--- src/hp_ctrl_pkg.sv ---
// constants, register map and state encoding for the headphone control port
package hp_ctrl_pkg;

  // bus addressing
  localparam logic [6:0] SLAVE_ADDR    = 7'h60;
  localparam logic [7:0] GC_ADDR       = 8'h00;
  localparam logic [7:0] GC_RESET_CMD  = 8'h06;
  localparam logic       DIR_READ      = 1'h1;

  // register locations (pointer low three bits)
  localparam logic [2:0] PTR_RSVD0     = 3'h0;
  localparam logic [2:0] PTR_CHAN      = 3'h1;
  localparam logic [2:0] PTR_VOLUME    = 3'h2;
  localparam logic [2:0] PTR_FLOAT     = 3'h3;
  localparam logic [2:0] PTR_IDENT     = 3'h4;
  localparam logic [2:0] PTR_RSVD5     = 3'h5;
  localparam logic [2:0] PTR_TEST      = 3'h6;
  localparam logic [2:0] PTR_RSVD7     = 3'h7;
  localparam logic [2:0] PTR_RST       = 3'h0;

  // channel_enable_and_shutdown fields
  localparam int CHAN_EN_L_BIT         = 7;
  localparam int CHAN_EN_R_BIT         = 6;
  localparam int CHAN_THERMAL_BIT      = 1;
  localparam int CHAN_SHUTDOWN_BIT     = 0;
  localparam logic [7:0] CHAN_RST      = 8'h00;

  // volume_and_mute fields
  localparam int VOL_LEFT_SILENCE_BIT  = 7;
  localparam int VOL_RIGHT_SILENCE_BIT = 6;
  localparam int VOL_CODE_MSB          = 5;
  localparam int VOL_CODE_LSB          = 1;
  localparam logic [7:0] VOL_RST       = 8'hC0;

  // output_float_control fields
  localparam int FLOAT_L_BIT           = 1;
  localparam int FLOAT_R_BIT           = 0;
  localparam logic [7:0] FLOAT_RST     = 8'h00;

  // chip_identification; supplier value is arbitrary
  localparam logic [1:0] ID_SUPPLIER   = 2'h1;
  localparam logic [3:0] ID_VERSION    = 4'h0;

  localparam logic [7:0] TEST_RST      = 8'h00;

  // gain ramp timing
  localparam int CLK_PERIOD_NS         = 20;
  localparam int STEP_TIME_US          = 1000;
  localparam int STEP_CYCLES           = STEP_TIME_US * 1000 / CLK_PERIOD_NS;

  typedef enum logic [2:0] {
    ST_IDLE  = 3'b000,
    ST_ADDR  = 3'b001,
    ST_WRITE = 3'b010,
    ST_ACK   = 3'b011,
    ST_READ  = 3'b100,
    ST_MACK  = 3'b101
  } port_state_e;

  function automatic logic is_reserved(input logic [2:0] ptr);
    is_reserved = (ptr == PTR_RSVD0) || (ptr == PTR_RSVD5) || (ptr == PTR_RSVD7);
  endfunction

endpackage

--- src/gain_ramp.sv ---
// steps two applied gain codes toward their targets, one code per tick
`timescale 1ns/1ps
`default_nettype none
module gain_ramp
  import hp_ctrl_pkg::*;
#(
  parameter int STEP_LEN = STEP_CYCLES
) (
  input  wire logic       ref_clk_i,
  input  wire logic       rst_i,
  input  wire logic [4:0] target_l_i,
  input  wire logic [4:0] target_r_i,
  output logic      [4:0] gain_l_o,
  output logic      [4:0] gain_r_o
);
  localparam int CW = $clog2(STEP_LEN + 1);

  logic [CW-1:0] tick_cnt_reg;
  logic          tick;
  logic [4:0]    gain_reg [2];
  logic [4:0]    target   [2];

  assign target[0] = target_l_i;
  assign target[1] = target_r_i;
  assign tick      = (tick_cnt_reg == CW'(STEP_LEN - 1));
  assign gain_l_o  = gain_reg[0];
  assign gain_r_o  = gain_reg[1];

  always_ff @(posedge ref_clk_i) begin
    if (rst_i || tick) begin
      tick_cnt_reg <= '0;
    end else begin
      tick_cnt_reg <= tick_cnt_reg + CW'(1);
    end
  end

  // one step per tick toward target
  always_ff @(posedge ref_clk_i) begin
    for (int i = 0; i < 2; i++) begin
      if (rst_i) begin
        gain_reg[i] <= 5'h00;
      end else if (tick && gain_reg[i] < target[i]) begin
        gain_reg[i] <= gain_reg[i] + 5'h01;
      end else if (tick && gain_reg[i] > target[i]) begin
        gain_reg[i] <= gain_reg[i] - 5'h01;
      end
    end
  end
endmodule
`default_nettype wire

--- src/hp_ctrl_port.sv ---
// two-wire serial slave control port of the stereo headphone amplifier
//
// Operation
// - answer slave address 1100000 plus direction
// - address lsb one reads, zero writes
// - general call then 06h, both acknowledged
// - reset command restores all registers and volume
// - first written byte loads the pointer
// - pointer low three bits select register
// - upper five pointer bits are ignored
// - locations 00, 05, 07 are not acknowledged
// - location 01 enables, thermal, software shutdown
// - location 02 volume and two mutes
// - location 03 left and right float controls
// - location 04 read-only identification and version
// - location 06 read/write factory test register
// - gain ramps one step per millisecond
// - mutes bits 7,6, code bits 5:1
`timescale 1ns/1ps
`default_nettype none
module hp_ctrl_port
  import hp_ctrl_pkg::*;
#(
  parameter int STEP_LEN = STEP_CYCLES
) (
  input  wire logic       ref_clk_i,
  input  wire logic       rst_i,
  input  wire logic       scl_i,
  input  wire logic       sda_i,
  input  wire logic       thermal_i,
  output logic            sda_o,
  output logic            sda_oe_n_o,
  output logic            left_enable_o,
  output logic            right_enable_o,
  output logic            shutdown_o,
  output logic            left_silence_o,
  output logic            right_silence_o,
  output logic            left_float_o,
  output logic            right_float_o,
  output logic      [7:0] factory_test_o,
  output logic      [4:0] left_gain_o,
  output logic      [4:0] right_gain_o
);

  logic [2:0]  scl_sync_reg;
  logic [2:0]  sda_sync_reg;
  logic [2:0]  therm_sync_reg;
  logic        scl_reg;
  logic        sda_reg;
  logic        scl_prev_reg;
  logic        sda_prev_reg;
  logic        thermal_reg;
  logic        sda_low_reg;

  port_state_e state_reg;
  port_state_e after_reg;
  logic [2:0]  bit_cnt_reg;
  logic [7:0]  shift_reg;
  logic [7:0]  tx_reg;
  logic        ack_on_reg;
  logic        ack_pend_reg;
  logic        gc_reg;
  logic        gc_cmd_reg;
  logic        ptr_pend_reg;
  logic        drive_n_reg;
  logic [2:0]  ptr_reg;

  logic [7:0]  chan_reg;
  logic [7:0]  vol_reg;
  logic [7:0]  float_reg;
  logic [7:0]  test_reg;

  logic        scl_rise;
  logic        scl_fall;
  logic        start_cond;
  logic        stop_cond;
  logic [7:0]  rx_byte;
  logic        byte_done;
  logic        addr_gc;
  logic        addr_me;
  logic        wr_ack;
  logic        ptr_load;
  logic        wr_commit;
  logic        soft_rst;
  logic        any_rst;
  logic [7:0]  rdata;
  logic [4:0]  target_l;
  logic [4:0]  target_r;

  function automatic logic [7:0] read_mux(input logic [2:0] ptr, input logic [7:0] chan,
                                          input logic [7:0] vol, input logic [7:0] flt,
                                          input logic [7:0] tst);
    case (ptr)
      PTR_CHAN:   read_mux = chan;
      PTR_VOLUME: read_mux = vol;
      PTR_FLOAT:  read_mux = flt;
      PTR_IDENT:  read_mux = {ID_SUPPLIER, 2'h0, ID_VERSION};
      PTR_TEST:   read_mux = tst;
      default:    read_mux = 8'h00;
    endcase
  endfunction

  // pin synchronisers; a level counts once stages two and three agree
  always_ff @(posedge ref_clk_i) begin
    if (rst_i) begin
      scl_sync_reg   <= 3'h7;
      sda_sync_reg   <= 3'h7;
      therm_sync_reg <= 3'h0;
      scl_reg        <= 1'h1;
      sda_reg        <= 1'h1;
      thermal_reg    <= 1'h0;
      scl_prev_reg   <= 1'h1;
      sda_prev_reg   <= 1'h1;
    end else begin
      scl_sync_reg   <= {scl_sync_reg[1:0], scl_i};
      sda_sync_reg   <= {sda_sync_reg[1:0], sda_i};
      therm_sync_reg <= {therm_sync_reg[1:0], thermal_i};
      if (scl_sync_reg[2] == scl_sync_reg[1]) begin
        scl_reg <= scl_sync_reg[2];
      end
      if (sda_sync_reg[2] == sda_sync_reg[1]) begin
        sda_reg <= sda_sync_reg[2];
      end
      if (therm_sync_reg[2] == therm_sync_reg[1]) begin
        thermal_reg <= therm_sync_reg[2];
      end
      scl_prev_reg <= scl_reg;
      sda_prev_reg <= sda_reg;
    end
  end

  assign scl_rise   = scl_reg && !scl_prev_reg;
  assign scl_fall   = !scl_reg && scl_prev_reg;
  assign start_cond = scl_reg && scl_prev_reg && sda_prev_reg && !sda_reg;
  assign stop_cond  = scl_reg && scl_prev_reg && !sda_prev_reg && sda_reg;
  assign rx_byte    = {shift_reg[6:0], sda_reg};
  assign byte_done  = scl_rise && (bit_cnt_reg == 3'h7);
  assign addr_gc    = (rx_byte == GC_ADDR);
  assign addr_me    = (rx_byte[7:1] == SLAVE_ADDR);
  assign wr_ack     = gc_reg ? (rx_byte == GC_RESET_CMD)
                    : (ptr_pend_reg || !is_reserved(ptr_reg));
  assign ptr_load   = (state_reg == ST_WRITE) && byte_done && !gc_reg && ptr_pend_reg;
  assign wr_commit  = (state_reg == ST_WRITE) && byte_done && !gc_reg && !ptr_pend_reg
                    && !is_reserved(ptr_reg);
  assign soft_rst   = (state_reg == ST_ACK) && scl_fall && ack_on_reg && gc_cmd_reg
                    && ack_pend_reg;
  assign any_rst    = rst_i || soft_rst;
  assign rdata      = read_mux(ptr_reg, chan_reg, vol_reg, float_reg, test_reg);

  // serial protocol engine
  always_ff @(posedge ref_clk_i) begin
    if (any_rst) begin
      state_reg    <= ST_IDLE;
      after_reg    <= ST_IDLE;
      bit_cnt_reg  <= 3'h0;
      shift_reg    <= 8'h00;
      tx_reg       <= 8'h00;
      ack_on_reg   <= 1'h0;
      ack_pend_reg <= 1'h0;
      gc_reg       <= 1'h0;
      gc_cmd_reg   <= 1'h0;
      ptr_pend_reg <= 1'h0;
      drive_n_reg  <= 1'h1;
    end else if (start_cond) begin
      state_reg    <= ST_ADDR;
      bit_cnt_reg  <= 3'h0;
      ack_on_reg   <= 1'h0;
      gc_reg       <= 1'h0;
      gc_cmd_reg   <= 1'h0;
      ptr_pend_reg <= 1'h0;
      drive_n_reg  <= 1'h1;
    end else if (stop_cond) begin
      state_reg   <= ST_IDLE;
      drive_n_reg <= 1'h1;
    end else begin
      case (state_reg)
        ST_ADDR: begin
          if (scl_rise) begin
            shift_reg   <= rx_byte;
            bit_cnt_reg <= bit_cnt_reg + 3'h1;
          end
          if (byte_done) begin
            state_reg <= ST_ACK;
            if (addr_gc) begin
              ack_pend_reg <= 1'h1;
              gc_reg       <= 1'h1;
              after_reg    <= ST_WRITE;
            end else if (addr_me && rx_byte[0] != DIR_READ) begin
              ack_pend_reg <= 1'h1;
              ptr_pend_reg <= 1'h1;
              after_reg    <= ST_WRITE;
            end else if (addr_me) begin
              ack_pend_reg <= !is_reserved(ptr_reg);
              after_reg    <= ST_READ;
            end else begin
              ack_pend_reg <= 1'h0;
              after_reg    <= ST_IDLE;
            end
          end
        end
        ST_WRITE: begin
          if (scl_rise) begin
            shift_reg   <= rx_byte;
            bit_cnt_reg <= bit_cnt_reg + 3'h1;
          end
          if (byte_done) begin
            state_reg    <= ST_ACK;
            ack_pend_reg <= wr_ack;
            gc_cmd_reg   <= gc_reg;
            ptr_pend_reg <= 1'h0;
          end
        end
        ST_ACK: begin
          if (scl_fall && !ack_on_reg) begin
            drive_n_reg <= !ack_pend_reg;
            ack_on_reg  <= 1'h1;
          end else if (scl_fall) begin
            ack_on_reg  <= 1'h0;
            bit_cnt_reg <= 3'h0;
            if (!ack_pend_reg) begin
              drive_n_reg <= 1'h1;
              state_reg   <= ST_IDLE;
            end else if (after_reg == ST_READ) begin
              tx_reg      <= rdata;
              drive_n_reg <= rdata[7];
              state_reg   <= ST_READ;
            end else begin
              drive_n_reg <= 1'h1;
              state_reg   <= after_reg;
            end
          end
        end
        ST_READ: begin
          if (scl_rise) begin
            bit_cnt_reg <= bit_cnt_reg + 3'h1;
            if (bit_cnt_reg == 3'h7) begin
              state_reg  <= ST_MACK;
              ack_on_reg <= 1'h0;
            end
          end
          if (scl_fall) begin
            tx_reg      <= {tx_reg[6:0], 1'h0};
            drive_n_reg <= tx_reg[6];
          end
        end
        ST_MACK: begin
          if (scl_rise) begin
            if (sda_reg) begin
              state_reg <= ST_IDLE;
            end else begin
              ack_on_reg <= 1'h1;
            end
          end
          if (scl_fall && ack_on_reg) begin
            tx_reg      <= rdata;
            drive_n_reg <= rdata[7];
            bit_cnt_reg <= 3'h0;
            ack_on_reg  <= 1'h0;
            state_reg   <= ST_READ;
          end else if (scl_fall) begin
            drive_n_reg <= 1'h1;
          end
        end
        default: begin
          state_reg   <= ST_IDLE;
          drive_n_reg <= 1'h1;
        end
      endcase
    end
  end

  // pointer survives stop and repeated start
  always_ff @(posedge ref_clk_i) begin
    if (any_rst) begin
      ptr_reg <= PTR_RST;
    end else if (ptr_load) begin
      ptr_reg <= rx_byte[2:0];
    end
  end

  // register file
  always_ff @(posedge ref_clk_i) begin
    if (any_rst) begin
      chan_reg  <= CHAN_RST;
      vol_reg   <= VOL_RST;
      float_reg <= FLOAT_RST;
      test_reg  <= TEST_RST;
    end else begin
      chan_reg[CHAN_THERMAL_BIT] <= thermal_reg;
      if (wr_commit) begin
        case (ptr_reg)
          PTR_CHAN: begin
            chan_reg[CHAN_EN_L_BIT]     <= rx_byte[CHAN_EN_L_BIT];
            chan_reg[CHAN_EN_R_BIT]     <= rx_byte[CHAN_EN_R_BIT];
            chan_reg[CHAN_SHUTDOWN_BIT] <= rx_byte[CHAN_SHUTDOWN_BIT];
          end
          PTR_VOLUME: begin
            vol_reg[7:VOL_CODE_LSB] <= rx_byte[7:VOL_CODE_LSB];
          end
          PTR_FLOAT: begin
            float_reg[FLOAT_L_BIT] <= rx_byte[FLOAT_L_BIT];
            float_reg[FLOAT_R_BIT] <= rx_byte[FLOAT_R_BIT];
          end
          PTR_TEST: begin
            test_reg <= rx_byte;
          end
          default: begin
            test_reg <= test_reg;
          end
        endcase
      end
    end
  end

  always_ff @(posedge ref_clk_i) begin
    sda_low_reg <= 1'h0;
  end

  assign target_l = vol_reg[VOL_LEFT_SILENCE_BIT] ? 5'h00
                  : vol_reg[VOL_CODE_MSB:VOL_CODE_LSB];
  assign target_r = vol_reg[VOL_RIGHT_SILENCE_BIT] ? 5'h00
                  : vol_reg[VOL_CODE_MSB:VOL_CODE_LSB];

  gain_ramp #(
    .STEP_LEN (STEP_LEN)
  ) u_ramp (
    .ref_clk_i  (ref_clk_i),
    .rst_i      (any_rst),
    .target_l_i (target_l),
    .target_r_i (target_r),
    .gain_l_o   (left_gain_o),
    .gain_r_o   (right_gain_o)
  );

  assign sda_o           = sda_low_reg;
  assign sda_oe_n_o      = drive_n_reg;
  assign left_enable_o   = chan_reg[CHAN_EN_L_BIT];
  assign right_enable_o  = chan_reg[CHAN_EN_R_BIT];
  assign shutdown_o      = chan_reg[CHAN_SHUTDOWN_BIT];
  assign left_silence_o  = vol_reg[VOL_LEFT_SILENCE_BIT];
  assign right_silence_o = vol_reg[VOL_RIGHT_SILENCE_BIT];
  assign left_float_o    = float_reg[FLOAT_L_BIT];
  assign right_float_o   = float_reg[FLOAT_R_BIT];
  assign factory_test_o  = test_reg;
endmodule
`default_nettype wire

--- config.mk ---
export PLATFORM = sky130hd
export DESIGN_NAME = hp_ctrl_port
export DESIGN_NICKNAME = d
export VERILOG_FILES = /design/src/hp_ctrl_pkg.sv /design/src/gain_ramp.sv /design/src/hp_ctrl_port.sv
export SDC_FILE = /design/constraint.sdc
export NUM_CORES = 1
export LEC_CHECK = 0
export BUFFER_PORTS_ARGS = -buffer_cell sky130_fd_sc_hd__buf_2
export CORE_ASPECT_RATIO = 1.25
export CORE_MARGIN = 2
export CORE_UTILIZATION = 60
export CTS_BUF_LIST = sky130_fd_sc_hd__clkbuf_4 sky130_fd_sc_hd__clkbuf_8 sky130_fd_sc_hd__clkbuf_16
export DETAILED_ROUTE_END_ITERATION = 12
export PLACE_DENSITY_LB_ADDON = 0.3
export SYNTH_ARGS = -nofsm -noshare
export SYNTH_HDL_FRONTEND = slang
export SYNTH_SLANG_ARGS = --single-unit
--- constraint.sdc ---
create_clock -name ref_clk_i -period 4.2 [get_ports ref_clk_i]
set_input_delay 0.84 -clock ref_clk_i [delete_from_list [all_inputs] [get_ports ref_clk_i]]
set_output_delay 0.84 -clock ref_clk_i [all_outputs]
set_load 0.02 [all_outputs]
# Word level (Yosys, flattened, before mapping)
# Memory sizes are Yosys's and may differ from the RTL's.
# Cells that the tools add are included.
[totals]
in_bits = 5
n_memories = 1
out_inout_bits = 27
ff_bits = 83
mem_bits_rw = 10
[classes]
reduce_logical = 63
n_lt_le_gt_ge = 4
eq_ne = 46
bitwise_logic = 8
add_sub_neg = 6
mux = 79
[mem_list]
columns = ["memory", "words", "width", "rd", "rd_ports_with_merged_regs", "write_ports", "line_no", "rtl"]
rows = [
  ["u_ramp.gain_reg", 2, 5, 2, 0, 2, "gain_ramp.sv:20", "logic [4:0] gain_reg [2];"],
]
[op_table]
columns = ["operator", "count"]
rows = [
  ["$mux W3", 17],
  ["$mux W1", 42],
  ["$mux W7", 6],
  ["$pmux W8 S5", 1],
  ["$mux W5", 6],
  ["$eq A3 B3 Y1 const B", 8],
  ["$logic_and A1 B1 Y1", 24],
  ["$ne A2 B2 Y1 const B", 11],
  ["$pmux W7 S3", 1],
  ["$reduce_and A7 Y1", 3],
  ["$add A16 B1 Y16 const B", 1],
  ["$eq A16 B16 Y1 const B", 1],
  ["$ne A4 B4 Y1 const B", 4],
  ["$reduce_and A4 Y1", 4],
  ["$eq A3 B2 Y1 const B", 4],
  ["$ne A3 B3 Y1 const B", 4],
  ["$pmux W3 S4", 1],
  ["$reduce_and A6 Y1", 2],
  ["$add A5 B1 Y5 const B", 2],
  ["$gt A5 B5 Y1", 2],
  ["$lt A5 B5 Y1", 2],
  ["$ne A5 B5 Y1 const B", 2],
  ["$sub A5 B1 Y5 const B", 2],
  ["$logic_not A1 Y1", 9],
  ["25 further kinds", 47],
]

# Longest topological paths before layout
[logic_depth]
ltp_word = 11
depth_mapped = 14
depth_no_buf = 14

# Modules after synthesis
# Synthesis repeated with hierarchy kept, for this count alone.
[hier_totals]
cells_unflattened = 557
hier_area_um2 = 4864.7
[modules_own_cells]
columns = ["mod", "n_inst", "cells_each", "area_each_um2"]
rows = [
  ["hp_ctrl_port", 1, 376, 3230.6],
  ["gain_ramp", 1, 181, 1634.1],
]

# Least setup slack after synthesis
# Ideal clock, no wire load.
[synth_path]
path_kind = "flip-flop to flip-flop"
from = "register vol_reg[6]"
to = "memory u_ramp.gain_reg[1][4] (data pin)"
n_path_buf = 0
synth_period_minus_slack_ns = 2.969
t_required_ns = 4.054
stages_incl_launch_ff = 15
path_slack_ns = 1.231
arrival_ns = 2.822
path_cell_list = "dfxtp_1 -> nand2b_1 -> ha_1 -> a21o_1 -> a21o_1 -> a21oi_1 -> o21a_1 -> or3_1 -> inv_1 -> ha_1 -> a21o_1 -> a21oi_1 -> xnor2_1 -> or3_1 -> a21oi_1"
[synth_lines]
columns = ["item", "line_no", "rtl"]
rows = [
  ["start: declaration", "hp_ctrl_port.sv:69", "logic [7:0] vol_reg;"],
  ["start signal: indexed assignment", "hp_ctrl_port.sv:298", "vol_reg[7:VOL_CODE_LSB] <= rx_byte[7:VOL_CODE_LSB];"],
  ["end: declaration", "gain_ramp.sv:20", ""],
]

==> flow_summary_export.csv <==
group,metric,value,unit
outcome,status,"complete, no violations",
cts,cts_root_buffer,"clkbuf_8",
logic_synthesis,async_reset_ff_share,0,%
min_path,whs_path_depth,1,
logic_synthesis,synth_top_area_share,34.2,%
logic_synthesis,synth_ff_type,"dfxtp_1",
global_routing,grt_pass1_vias,3717,
worst_setup_path,required,4.43,ns
cts,ctsHoldBuffers,0,
place,postPlaceCellArea,4930,um^2
worst_setup_path,end_kind,"register",
cells_and_area,largest_reg_flops,16,
global_routing,overflow,0,
logic_synthesis,synth.cell_area,4790,um^2
cts,numCtsBuffers,9,
drt,ant_nets,0,
sta,report.final.slew_viol_count,0,
cts,cts_tree,"yes",
cts,clockBufferDepth,2,
logic_synthesis,yosysTopAreaCell,"dfxtp_1",
cells_and_area,design_area,5130,um^2
cts,postCtsSetupRepairBufs,0,
drt,finalWirelength,10.5,mm
cts,clkTransAtPathRegs,0.09,ns
die,dieHeight,104,um
sta,setup_viol,0,
cts,ctsResizeCount,0,
drt,drtIter0Drc,218,
cells_and_area,finalNonFillerCells,657,
die,die_x,84.0,um
global_routing,antenna_found_initial,0,
sta,hold_viol_final,0,
worst_setup_path,crit_path_top_delay_cell,"dfxtp_1",
worst_setup_path,critical_path_class,"register to register",
place,gp_congestion,0.957,
cts,insertion_delay,0.37,ns
power_and_ir_drop,clockPowerShare,31.1,%
power_and_ir_drop,powerDensity,378,nW/um^2
logic_synthesis,synth_fp_nets,565,
logic_synthesis,ys_warn_count,0,
cells_and_area,finish.utilization,65.8,%
place,place_inst,641,
cells_and_area,num_antenna_cells,0,
logic_synthesis,yosysSeqAreaShare,40.5,%
cells_and_area,nFillCells,688,
sta,slew_headroom,51.8,%
worst_setup_path,worst_r2r_path_depth,11,
sta,tightestPinTransition,0.719,ns
power_and_ir_drop,peakVddDrop,0.266,mV
power_and_ir_drop,p_switching,572,uW
cts,htree_levels,3,
die,core_area,7790,um^2
cells_and_area,area_growth,6.99,%
worst_setup_path,slowest_delay,0.62,ns
run,maxCapViolCount,0,
cells_and_area,layout-drive-gt1-share,12.1,%
drt,wl_per_cell,16.0,um
power_and_ir_drop,p_comb_share,17.9,%
worst_setup_path,path_cells,"and3b_1 -> a41oi_4 -> nand2_2 -> or3_1 -> inv_1 -> ha_1 -> a21o_1 -> a21oi_1 -> xnor2_1 -> or3_1 -> a21oi_1",
logic_synthesis,synthTopCellsByArea,"dfxtp_1 (34%), mux2i_1 (6.9%), edfxtp_1 (6.3%), nor2_1 (5.4%), ha_1 (4.7%)",
die,start_util,61.5,%
power_and_ir_drop,p_leak,2.06,nW
drt,drtPass1Iterations,5,
min_path,min_path_type,"register to register",
logic_synthesis,avgSynthCellArea,8.86,um^2
die,dieArea,8730,um^2
drt,drc_errors,0,
logic_synthesis,syn_inst,541,
sta,clock_skew,0.0118,ns
global_routing,grt_pass1_wl,17.4,mm
sta,rsz0062_at_grt,"false",
cells_and_area,final_nets,581,
sta,fmaxAchievable,0.292,GHz
global_routing,grt.total_usage,24.4,%
worst_setup_path,cp_max_fo,15,
drt,vias,3924,
sta,post-route-period-util,81.4,%
worst_setup_path,reg2reg_slack,0.78,ns
power_and_ir_drop,intPower,1.37,mW
global_routing,grt_max_degree,39,
power_and_ir_drop,switching_share,29.5,%
worst_setup_path,start_kind,"register",
sta,finalCriticalPeriod,3.42,ns
power_and_ir_drop,sequentialPowerShare,51.1,%
logic_synthesis,synth-seq-cells,92,
sta,tns,0,ns
drt,vias_per_cell,5.97,
die,rows,36,
die,io_pins,32,
logic_synthesis,synth-edff-count,10,
cts,clock-sinks,92,
power_and_ir_drop,power.total,1.94,mW
worst_setup_path,arrival,3.65,ns
place,hpwl,7.60,mm
logic_synthesis,synth.distinct_cells,64,
place,port_buffers,30,
-- routing by layer --
| layer | GRT usage (%) | routed length, um |
|---|---|---|
| met5 | 0 | 0 |
| met4 | 8.99 | 246 |
| met3 | 4.68 | 436 |
| met2 | 41.8 | 5270 |
| met1 | 30.3 | 4540 |
-- path summary, 6_finish.rpt --
kind,start,end
worst max-delay path,state_reg[2]$_SDFFE_PP0P_,u_ramp.gain_reg[1][4]$_SDFFCE_PN0P_
worst min-delay path,sda_sync_reg[0]$_SDFF_PP1_,sda_sync_reg[1]$_SDFF_PP1_
worst max register to register,state_reg[2]$_SDFFE_PP0P_,u_ramp.gain_reg[1][4]$_SDFFCE_PN0P_
worst min register to register,sda_sync_reg[0]$_SDFF_PP1_,sda_sync_reg[1]$_SDFF_PP1_
-- worst max-delay path: cells and delay by family, from the launching register on --
kind                       cells  cell delay [ns]
DFF                            1             0.62
and+or+nand+nor                4             1.27
buffers and inverters          1             0.12
AOI/OAI and AO/OA              4             0.90
adders and majority gates      1             0.28
xor gates and xnor gates       1             0.10
-- stage by stage --
step	worst slack, ns	hold WS [ns]
2_1_floorplan	1.23	0.389
3_3_place_gp	0.870	0.394
3_5_place_dp	0.705	0.399
4_1_cts	0.792	0.421
5_1_grt	0.561	0.437
6_report	0.780	0.417
-- cell usage in the layout, fill, tap and decap left out, types with 3 or more instances in the layout --
cell      count
a211oi_1      7
a21o_1        6
a21oi_1      33
a221oi_1      4
a22oi_1       3
a311oi_1      3
a31oi_1       4
and3_1        5
and3b_1       3
buf_2        30
clkbuf_4      3
clkbuf_8      9
dfxtp_1      82
edfxtp_1     10
ha_1         18
inv_1        16
mux2i_1      33
nand2_1      37
nand2b_1     17
nand3_1      22
nand3b_1     10
nand4_1       9
nand4b_1      3
nor2_1       69
nor2b_1      11
nor3_1       17
nor3b_1       4
nor4_1        5
o21a_1        3
o21ai_0      16
o21bai_1      3
or2_2         8
or3_1         3
xnor2_1      10
xor2_1       10
-- cells by family after synthesis --
group / count (synthesis) / synth area share, %
AOI/OAI and AO/OA: 97 / 13.5
xor gates and xnor gates: 20 / 3.65
adders and majority gates: 19 / 5.11
buffers and inverters: 42 / 4.12
DFF: 92 / 40.5
muxes: 34 / 7.12
other: 1 / 0.0782
and+or+nand+nor: 236 / 25.9
-- synth_stat cells, drive strengths merged, types with 6 or more instances --
| cell | number |
|---|---|
| dfxtp | 82 |
| nor2 | 70 |
| nand2 | 39 |
| a21oi | 33 |
| mux2i | 33 |
| nand3 | 23 |
| ha | 18 |
| nand2b | 18 |
| nor3 | 18 |
| o21ai | 17 |
| buf | 16 |
| inv | 16 |
| nor2b | 11 |
| clkbuf | 10 |
| edfxtp | 10 |
| nand3b | 10 |
| xnor2 | 10 |
| xor2 | 10 |
| nand4 | 9 |
| or2 | 8 |
| a211oi | 7 |
| a21o | 6 |
| nor3b | 6 |
-- power by group through the flow --
| stage | sequential, mW | clock (mW) | combinational [mW] |
|---|---|---|---|
| final | 0.989 | 0.602 | 0.346 |
| after global routing | 0.998 | 0.650 | 0.386 |
| after CTS | 0.988 | 0.614 | 0.345 |
| after detailed placement | 1.01 | 0 | 0.342 |
| after global placement | 1.01 | 0 | 0.339 |
| after floorplan | 0.968 | 0 | 0.329 |
-- cell type report --
cell class	instances	area, um^2	share of cell area, %
Clock buffer	12	146	2.85
Clock inverter	4	50.0	0.976
Inverter	16	60.1	1.17
Multi-Input combinational cell	407	2660	51.8
Sequential cell	92	1940	37.9
Tap cell	95	119	2.32
Timing Repair Buffer	31	158	3.07
Power figures use the tool's default switching activity.
